<file path="config.mk">
export PLATFORM = sky130hd
export DESIGN_NAME = repeater_port_control_regs
export DESIGN_NICKNAME = d
export VERILOG_FILES = /design/src/include/port_ctrl_pkg.sv /design/src/rtl/repeater_port_control_regs.sv
export SDC_FILE = /design/constraint.sdc
export NUM_CORES = 1
export LEC_CHECK = 0
export BUFFER_PORTS_ARGS = -buffer_cell sky130_fd_sc_hd__buf_2
export CAP_MARGIN = 15
export CORE_UTILIZATION = 25
export CTS_BUF_LIST = sky130_fd_sc_hd__clkbuf_2 sky130_fd_sc_hd__clkbuf_4 sky130_fd_sc_hd__clkbuf_8
export DETAILED_ROUTE_END_ITERATION = 8
export GPL_ROUTABILITY_DRIVEN = 1
export PLACE_DENSITY_LB_ADDON = 0.25
export SLEW_MARGIN = 20
export SYNTH_ARGS = -nofsm -noshare
export SYNTH_HDL_FRONTEND = slang
export SYNTH_SLANG_ARGS = --single-unit
</file>
<file path="constraint.sdc">
create_clock -name core_clk -period 3.6 [get_ports core_clk]
set_clock_uncertainty 0.2 [all_clocks]
set_input_delay 0.18 -clock core_clk [delete_from_list [all_inputs] [get_ports core_clk]]
set_output_delay 0.18 -clock core_clk [all_outputs]
set_load 0.03 [all_outputs]
</file>
<file path="src/include/port_ctrl_pkg.sv">
// constants shared by the repeater port control register bank
package port_ctrl_pkg;
  // register addresses on the management register port
  localparam logic [7:0] ADDR_LINK_INTEGRITY = 8'h91;
  localparam logic [7:0] ADDR_PARTITION_SEL = 8'h94;
  localparam logic [7:0] ADDR_PORT_ENABLE = 8'h95;
  // port counts and field widths
  localparam int TP_PORTS = 4;
  localparam int ALL_PORTS = 5;
  localparam int CNT_W = 10;
  // values after reset
  localparam logic [3:0] LINK_EN_RST = 4'hf;
  localparam logic [4:0] PART_SEL_RST = 5'h1f;
  localparam logic [4:0] PORT_EN_RST = 5'h1f;
  localparam logic [31:0] RDATA_RST = 32'h0000_0000;
  // reconnect after this many clean bit times (least of the allowed span)
  localparam logic [9:0] RECOVER_BITS = 10'h1c2;
  // edges to wait after reset before the disable strap is trusted
  localparam logic [1:0] STRAP_SETTLE = 2'h2;
endpackage : port_ctrl_pkg

</file>
<file path="src/rtl/repeater_port_control_regs.sv">
// per-port link, partition recovery and enable control of the repeater
`timescale 1ns/1ps
`default_nettype none
module repeater_port_control_regs
  import port_ctrl_pkg::*;
(
  input wire logic core_clk,
  input wire logic rst_n,
  // management register port
  input wire logic [7:0] reg_addr,
  input wire logic reg_wr,
  input wire logic reg_rd,
  input wire logic [31:0] reg_wdata,
  output logic [31:0] reg_rdata,
  output logic reg_rvalid,
  // power-up disable strap pin, asynchronous
  input wire logic hw_disable_n,
  // repeater core status, same clock
  input wire logic [3:0] link_fail,
  input wire logic [4:0] port_speed_100,
  input wire logic [4:0] port_partitioned,
  input wire logic [4:0] port_rx_act,
  input wire logic [4:0] port_tx_act,
  input wire logic [4:0] port_collision,
  input wire logic tick_10m,
  input wire logic tick_100m,
  // controls to the repeater core
  output logic [3:0] link_disconnect,
  output logic [4:0] alt_partition,
  output logic [4:0] port_enable,
  output logic [4:0] port_reconnect
);

  // whole state of the block in one record
  typedef struct packed {
    logic strap_s1;                       // first synchroniser stage
    logic strap_s2;                       // second synchroniser stage
    logic [1:0] strap_cnt;                // settle counter after reset
    logic strap_done;                     // strap sampled once
    logic [3:0] link_en;                  // link integrity enables
    logic [4:0] alt_sel;                  // partition algorithm select
    logic [4:0] port_en;                  // port enables
    logic [4:0][CNT_W-1:0] clean_cnt;     // clean bit times per port
    logic [3:0] disc;                     // link fail disconnect
    logic [4:0] reconn;                   // reconnect pulses
    logic [31:0] rdata;                   // read data
    logic rvalid;                         // read answer strobe
  } state_s;

  state_s state_ff;
  state_s nxt_state;
  logic [4:0] qualify;   // per-port qualifying activity
  logic [4:0] bit_tick;  // per-port bit time strobe
  logic i_unused;

  // next state of every field
  always_comb begin
    nxt_state = state_ff;
    qualify = 5'h00;
    bit_tick = 5'h00;
    nxt_state.reconn = 5'h00;
    nxt_state.rvalid = 1'b0;
    // pin passes two flops before use
    nxt_state.strap_s1 = hw_disable_n;
    nxt_state.strap_s2 = state_ff.strap_s1;
    // let the synchroniser fill with the real pin level first
    if (!state_ff.strap_done) begin
      if (state_ff.strap_cnt == STRAP_SETTLE) begin
        nxt_state.strap_done = 1'b1;
        if (!state_ff.strap_s2) begin
          nxt_state.port_en = 5'h00;
        end
      end else begin
        nxt_state.strap_cnt = state_ff.strap_cnt + 2'h1;
      end
    end
    // software writes; they follow the strap so a later write restores ports
    if (reg_wr) begin
      case (reg_addr)
        ADDR_LINK_INTEGRITY: begin
          nxt_state.link_en = reg_wdata[3:0];
        end
        ADDR_PARTITION_SEL: begin
          nxt_state.alt_sel = reg_wdata[4:0];
        end
        ADDR_PORT_ENABLE: begin
          nxt_state.port_en = reg_wdata[4:0];
        end
        // unmapped or other blocks: nothing stored
        default: begin
          nxt_state.link_en = state_ff.link_en;
        end
      endcase
    end
    // reads answer one cycle later
    if (reg_rd) begin
      nxt_state.rvalid = 1'b1;
      case (reg_addr)
        ADDR_LINK_INTEGRITY: begin
          nxt_state.rdata = {28'h000_0000, state_ff.link_en};
        end
        ADDR_PARTITION_SEL: begin
          nxt_state.rdata = {27'h000_0000, state_ff.alt_sel};
        end
        ADDR_PORT_ENABLE: begin
          nxt_state.rdata = {27'h000_0000, state_ff.port_en};
        end
        // unmapped reads return zero
        default: begin
          nxt_state.rdata = RDATA_RST;
        end
      endcase
    end
    nxt_state.disc = state_ff.link_en & link_fail;
    // per-port recovery timing
    for (int i = 0; i < ALL_PORTS; i++) begin
      bit_tick[i] = port_speed_100[i] ? tick_100m : tick_10m;
      if (port_speed_100[i] == state_ff.alt_sel[i]) begin
        qualify[i] = port_rx_act[i] | port_tx_act[i];
      end else begin
        qualify[i] = port_tx_act[i];
      end
      // a collision or a gap restarts the clean window
      if (port_collision[i] || !qualify[i] || !port_partitioned[i]) begin
        nxt_state.clean_cnt[i] = 10'h000;
      end else if (bit_tick[i]) begin
        if (state_ff.clean_cnt[i] == RECOVER_BITS - 10'h001) begin
          // window complete; restart so only one pulse per span
          nxt_state.reconn[i] = 1'b1;
          nxt_state.clean_cnt[i] = 10'h000;
        end else begin
          nxt_state.clean_cnt[i] = state_ff.clean_cnt[i] + 10'h001;
        end
      end
    end
  end

  // upper write data bits are reserved and deliberately ignored
  assign i_unused = |reg_wdata[31:5];

  // state register
  always_ff @(posedge core_clk or negedge rst_n) begin
    if (!rst_n) begin
      state_ff.strap_s1 <= 1'b1;
      state_ff.strap_s2 <= 1'b1;
      state_ff.strap_cnt <= 2'h0;
      state_ff.strap_done <= 1'b0;
      state_ff.link_en <= LINK_EN_RST;
      state_ff.alt_sel <= PART_SEL_RST;
      state_ff.port_en <= PORT_EN_RST;
      state_ff.clean_cnt <= '0;
      state_ff.disc <= 4'h0;
      state_ff.reconn <= 5'h00;
      state_ff.rdata <= RDATA_RST;
      state_ff.rvalid <= 1'b0;
    end else begin
      state_ff <= nxt_state;
    end
  end

  // outputs straight from the state flops
  assign reg_rdata = state_ff.rdata;
  assign reg_rvalid = state_ff.rvalid;
  assign link_disconnect = state_ff.disc;
  assign alt_partition = state_ff.alt_sel;
  assign port_enable = state_ff.port_en;
  assign port_reconnect = state_ff.reconn;

  link_read_zero_a: assert property (@(posedge core_clk) disable iff (!rst_n)
    reg_rd && reg_addr == ADDR_LINK_INTEGRITY |=> reg_rvalid && reg_rdata[31:4] == 28'h000_0000)
    else $error("link register reserved bits not zero");

  no_disc_off_a: assert property (@(posedge core_clk) disable iff (!rst_n)
    (link_disconnect & ~$past(state_ff.link_en)) == 4'h0)
    else $error("disconnect while link integrity disabled");

  disc_on_fail_a: assert property (@(posedge core_clk) disable iff (!rst_n)
    (state_ff.link_en & link_fail) == 4'hf |=> link_disconnect == 4'hf)
    else $error("enabled port not disconnected on link fail");

  gen_read_zero_a: assert property (@(posedge core_clk) disable iff (!rst_n)
    reg_rd && (reg_addr == ADDR_PARTITION_SEL || reg_addr == ADDR_PORT_ENABLE)
    |=> reg_rdata[31:5] == 27'h000_0000)
    else $error("general register reserved bits not zero");

  sel_write_a: assert property (@(posedge core_clk) disable iff (!rst_n)
    reg_wr && reg_addr == ADDR_PARTITION_SEL |=> alt_partition == $past(reg_wdata[4:0]))
    else $error("partition select not taken");

  no_col_recon_a: assert property (@(posedge core_clk) disable iff (!rst_n)
    (port_reconnect & $past(port_collision)) == 5'h00)
    else $error("reconnect despite collision");

  strict_tx_a: assert property (@(posedge core_clk) disable iff (!rst_n)
    (port_reconnect & ~($past(port_speed_100) ^ ~$past(state_ff.alt_sel))
      & ~$past(port_tx_act)) == 5'h00)
    else $error("strict recovery without transmit");

  en_write_a: assert property (@(posedge core_clk) disable iff (!rst_n)
    reg_wr && reg_addr == ADDR_PORT_ENABLE |=> port_enable == $past(reg_wdata[4:0]))
    else $error("port enable not taken");

  strap_off_a: assert property (@(posedge core_clk) disable iff (!rst_n)
    !state_ff.strap_done && state_ff.strap_cnt == STRAP_SETTLE && !state_ff.strap_s2 && !reg_wr
    |=> port_enable == 5'h00)
    else $error("strap low did not disable ports");

  unmapped_zero_a: assert property (@(posedge core_clk) disable iff (!rst_n)
    reg_rd && reg_addr != ADDR_LINK_INTEGRITY && reg_addr != ADDR_PARTITION_SEL
      && reg_addr != ADDR_PORT_ENABLE |=> reg_rdata == 32'h0000_0000)
    else $error("unmapped read not zero");

  // answer strobe only after a read
  rvalid_after_rd_a: assert property (@(posedge core_clk) disable iff (!rst_n)
    reg_rvalid |-> $past(reg_rd))
    else $error("read answer without a read request");

  link_write_a: assert property (@(posedge core_clk) disable iff (!rst_n)
    reg_wr && reg_addr == ADDR_LINK_INTEGRITY |=> state_ff.link_en == $past(reg_wdata[3:0]))
    else $error("link integrity write not taken");

  // disconnect tracks enabled fail one cycle late
  disc_follow_a: assert property (@(posedge core_clk) disable iff (!rst_n)
    link_disconnect == $past(state_ff.link_en & link_fail))
    else $error("disconnect does not follow enabled link fail");

  sel_read_a: assert property (@(posedge core_clk) disable iff (!rst_n)
    reg_rd && reg_addr == ADDR_PARTITION_SEL |=> reg_rdata[4:0] == $past(state_ff.alt_sel))
    else $error("partition select readback wrong");

  en_read_a: assert property (@(posedge core_clk) disable iff (!rst_n)
    reg_rd && reg_addr == ADDR_PORT_ENABLE |=> reg_rdata[4:0] == $past(state_ff.port_en))
    else $error("port enable readback wrong");

  // unmapped writes leave every control alone
  // strap capture may still move the enables, so only look once it is done
  unmapped_wr_a: assert property (@(posedge core_clk) disable iff (!rst_n)
    reg_wr && state_ff.strap_done && reg_addr != ADDR_LINK_INTEGRITY
      && reg_addr != ADDR_PARTITION_SEL && reg_addr != ADDR_PORT_ENABLE
    |=> $stable(port_enable) && $stable(alt_partition) && $stable(state_ff.link_en))
    else $error("unmapped write changed a control");

  // reconnect only for a partitioned port
  recon_part_a: assert property (@(posedge core_clk) disable iff (!rst_n)
    (port_reconnect & ~$past(port_partitioned)) == 5'h00)
    else $error("reconnect for a port that was not partitioned");

  // strap is sampled once and never again
  // a second capture would undo software re-enabling the ports
  strap_once_a: assert property (@(posedge core_clk) disable iff (!rst_n)
    state_ff.strap_done |=> state_ff.strap_done)
    else $error("strap capture re-armed without reset");

  // reconnect needs a bit time strobe on the port's speed
  recon_tick_a: assert property (@(posedge core_clk) disable iff (!rst_n)
    (port_reconnect & ~($past(port_speed_100) & {5{$past(tick_100m)}})
      & ~(~$past(port_speed_100) & {5{$past(tick_10m)}})) == 5'h00)
    else $error("reconnect without a bit time strobe");

endmodule // repeater_port_control_regs
`default_nettype wire

</file>
==> results by group <==
Outcome
  • Outcome: completed

STA
  • Worst-Margin Slew: 926.9 ps
  • Final setup fails: 0
  • Slew HR: 38.21%
  • Setup TNS: 0 ps
  • Max Clock Freq: 449.8 MHz
  • Crit share post-route: 61.76%
  • Setup WS post-layout: 1377 ps
  • RSZ-0062 raised after global routing: false
  • Tmin final: 2223 ps
  • Final hold viol count: 0
  • Hold slack final: 42.48 ps
  • Final Max Slew Viols: 0

Clock tree
  • CTS Buf Count: 9
  • CTS Hold Buffers Added: 18
  • Sink Count: 84
  • Post-CTS setup buffer count: 0
  • CTS H-tree lvls: 3
  • CTS tree: yes
  • Clk root buf: clkbuf_8
  • CTS Buffer Depth: 2
  • Clock latency on the worst-skew pair: 350 ps
  • Cts repair resizes: 0
  • Worst-path clk slew: 80 ps

Floorplanning
  • Starting density of the core: 25.46%
  • Core Rows: 51
  • Placeable Area: 19,460 um2
  • Die height: 142.8 um
  • Die footprint: 20,390 um2
  • DIE WIDTH: 142.8 um
  • Io pins: 128

Power
  • VDD IR max: 0.1748 mV
  • P_int: 1.323 mW
  • Leak Pwr: 2.442 nW
  • Pwr per Cell Area: 320.1 nW/um2
  • Sw frac: 27.55%
  • Tot Pwr: 1.826 mW
  • Comb power frac: 12.6%
  • Seq pwr share: 53.8%
  • Clock Power Share: 33.6%
  • Net Sw Power: 0.5029 mW

Setup path
  • CP startpoint kind: flop
  • Worst EP arrival: 2240 ps
  • Crit end category: flop
  • CP Depth: 5
  • Slowest CP cell: dfstp_2
  • WP data required: 3620 ps
  • R2r setup slk: 1380 ps
  • R2R depth: 5
  • Crit path max-delay family: compound AO/OA/AOI/OAI gates
  • Reg-to-Reg End: state_ff[57]
  • Bufs and invs on worst path: 1
  • Cell breakdown of the critical path: xor2_1 > a2111oi_2 > buf_4 > nand2_1 > o311ai_0
  • Crit Path Category: reg -> reg
  • Max incr delay on CP: 590 ps
  • R2r startpoint: alt_partition[1]
  • Worst-path maximum fanout: 11

Placement
  • IO buf count: 73
  • Post-DP Area: 5354 um2
  • Dpl ws: 1334 ps
  • Routability Congestion: 0.7763
  • Count of placed standard cells including taps: 813
  • Post-DP HPWL: 8007 um

Synthesis
  • Synthesized area per cell: 9.756 um2
  • Synth top area cells: dfrtp_1 34%, dfstp_2 8.5%, buf_4 7.7%
  • Top FF cell, synth: dfrtp_1
  • Ys async rst share: 100.0%
  • Netlist Area Pre-Place: 4956 um2
  • Ys Warns: 0
  • Unique cell type count in the Yosys netlist: 56
  • Most numerous cell in the Yosys netlist: dfrtp_1
  • Yosys reg bits: 84
  • Register area share after synthesis: 42.82%
  • Post-synth top cells: 68 x dfrtp_1, 51 x buf_4, 41 x nand3_1, 34 x inv_1, 30 x nand2_1
  • Post-synth EDFFs: 0
  • Synth area leader: dfrtp_1
  • Post-Syn Instances: 508
  • Top-area cell type share of the netlist area: 34.33%

Route
  • Drt first pass iters: 4
  • Post-DRT Antenna Nets: 0
  • Vias post-DR: 3,942
  • Iter 0 DRT Violations: 223
  • DRC viols: 0
  • Vias per std cell: 4.654
  • Total wire length: 11,190 um
  • WL/cell: 13.22 um

Finish
  • Final Core Density: 29.30%
  • Layout Cells excl Fill: 847
  • # diodes: 0
  • Post-route design area: 5703 um2
  • Layout Nets: 664
  • Fraction of layout cells with a size suffix above 1: 24.05%
  • Layout area overhead: 15.07%

Global routing
  • Initial antenna violation count: 0
  • Global-route wire length before repair: 18,600 um
  • Vias in the first global route: 3,786
  • Pin count of the biggest net entering global routing: 71
  • GRT Total Usage: 11.48%
  • Overflow after GRT: 0

Hold path
  • HP Class: in -> reg
  • Hold Path Depth: 3
  • Min-Delay Endpoint: reg_rdata[1]
  • Hold wc startpoint: reg_addr[2]

Job
  • Max-Cap Viols: 0
==> cells by family (layout without fill, tap and decap cells) <==
| group | count (synthesis) | count (layout) | synth area share [%] |
|---|---|---|---|
| multiplexers | 26 | 26 | 5.731 |
| XOR/XNOR | 11 | 11 | 1.944 |
| adder cells (fa/ha/maj) | 11 | 11 | 2.777 |
| flip-flops | 84 | 84 | 42.82 |
| buffers and inverters | 97 | 145 | 11.23 |
| AO/OA/AOI/OAI | 88 | 88 | 13.56 |
| AND/OR/NAND/NOR | 190 | 190 | 21.86 |
| other | 1 | 27 | 0.07567 |
==> area by class of cell <==
cell class / count / area (um2)
clock buffers: 13 / 153.9
clock inverters: 3 / 15.01
fillers: 2066 / 13760
inverters: 34 / 127.6
multi-input cells: 353 / 2375
flip-flops and latches: 84 / 2122
well taps: 265 / 331.6
repair buffers: 95 / 578.1
==> placed cells by master (no fill, tap or decap), types with 3 or more instances in the layout <==
cell type      count
a22oi_1            4
a31oi_1           18
and2_1             8
and3_1            13
buf_2             72
buf_4              5
clkbuf_4           4
clkbuf_8           9
clkinv_2           3
conb_1            27
dfrtp_1           68
dfstp_2           16
dlygate4sd3_1     18
ha_1              11
inv_1             34
mux2_2            16
mux2i_1            9
nand2_1           30
nand2b_1           7
nand3_1           41
nand3b_1          13
nand4_1           20
nand4b_1           3
nor2_1             8
nor2b_1            6
nor3_1            14
nor4_1             4
nor4b_1            3
o211ai_1          13
o21a_1             4
o21ai_0            9
o221ai_1           6
o22ai_1           10
o2bb2ai_1          5
o311ai_0           3
or2_2              6
or3_1              4
xnor2_1            7
xor2_1             4
==> worst reg2reg max path, delay by kind of cell, from the launching register on <==
| kind | cells | cell delay (ps) |
|---|---|---|
| AOI/OAI and AO/OA | 2 | 790 |
| xor gates and xnor gates | 1 | 130 |
| buffers and inverters | 1 | 230 |
| DFF | 1 | 590 |
| and+or+nand+nor | 1 | 170 |
==> worst max path at each step <==
stage / start / endpoint / slack (ps)
2_1_floorplan: state_ff[62] / state_ff[66] / 1690
3_3_place_gp: state_ff[43] / state_ff[45] / 1410
3_5_place_dp: alt_partition[1] / state_ff[57] / 1330
4_1_cts: alt_partition[1] / state_ff[57] / 1320
5_1_grt: state_ff[56] / state_ff[57] / 1170
6_report: alt_partition[1] / state_ff[57] / 1380
==> per-layer routing <==
metal | track usage (%) | vias up | share of wire [%] | wire (um)
li1 | - | 1933 | - | -
met2 | 18.24 | 95 | 46 | 5174
met1 | 15.22 | 1905 | 48 | 5342
met3 | 2.616 | 9 | 4.8 | 532
met5 | 0 | - | 0 | 0
met4 | 4.075 | 0 | 1.3 | 144
==> sequential cells by signal, indices dropped and copies added (netlist names) <==
name / flops
port_reconnect: 5
reg_rvalid: 1
link_disconnect: 4
port_enable: 5
alt_partition: 5
nxt_state: 1
state_ff: 58
reg_rdata: 5
==> power by group through the flow <==
stage / Clock, mW / Combinational, mW / Sequential (mW)
after global routing: 0.685 / 0.255 / 0.985
after global placement: 0 / 0.214 / 0.999
final: 0.614 / 0.230 / 0.982
after detailed placement: 0 / 0.218 / 1.00
after floorplan: 0 / 0.165 / 0.995
after CTS: 0.648 / 0.233 / 0.982
(Power assumes the default switching activity.)
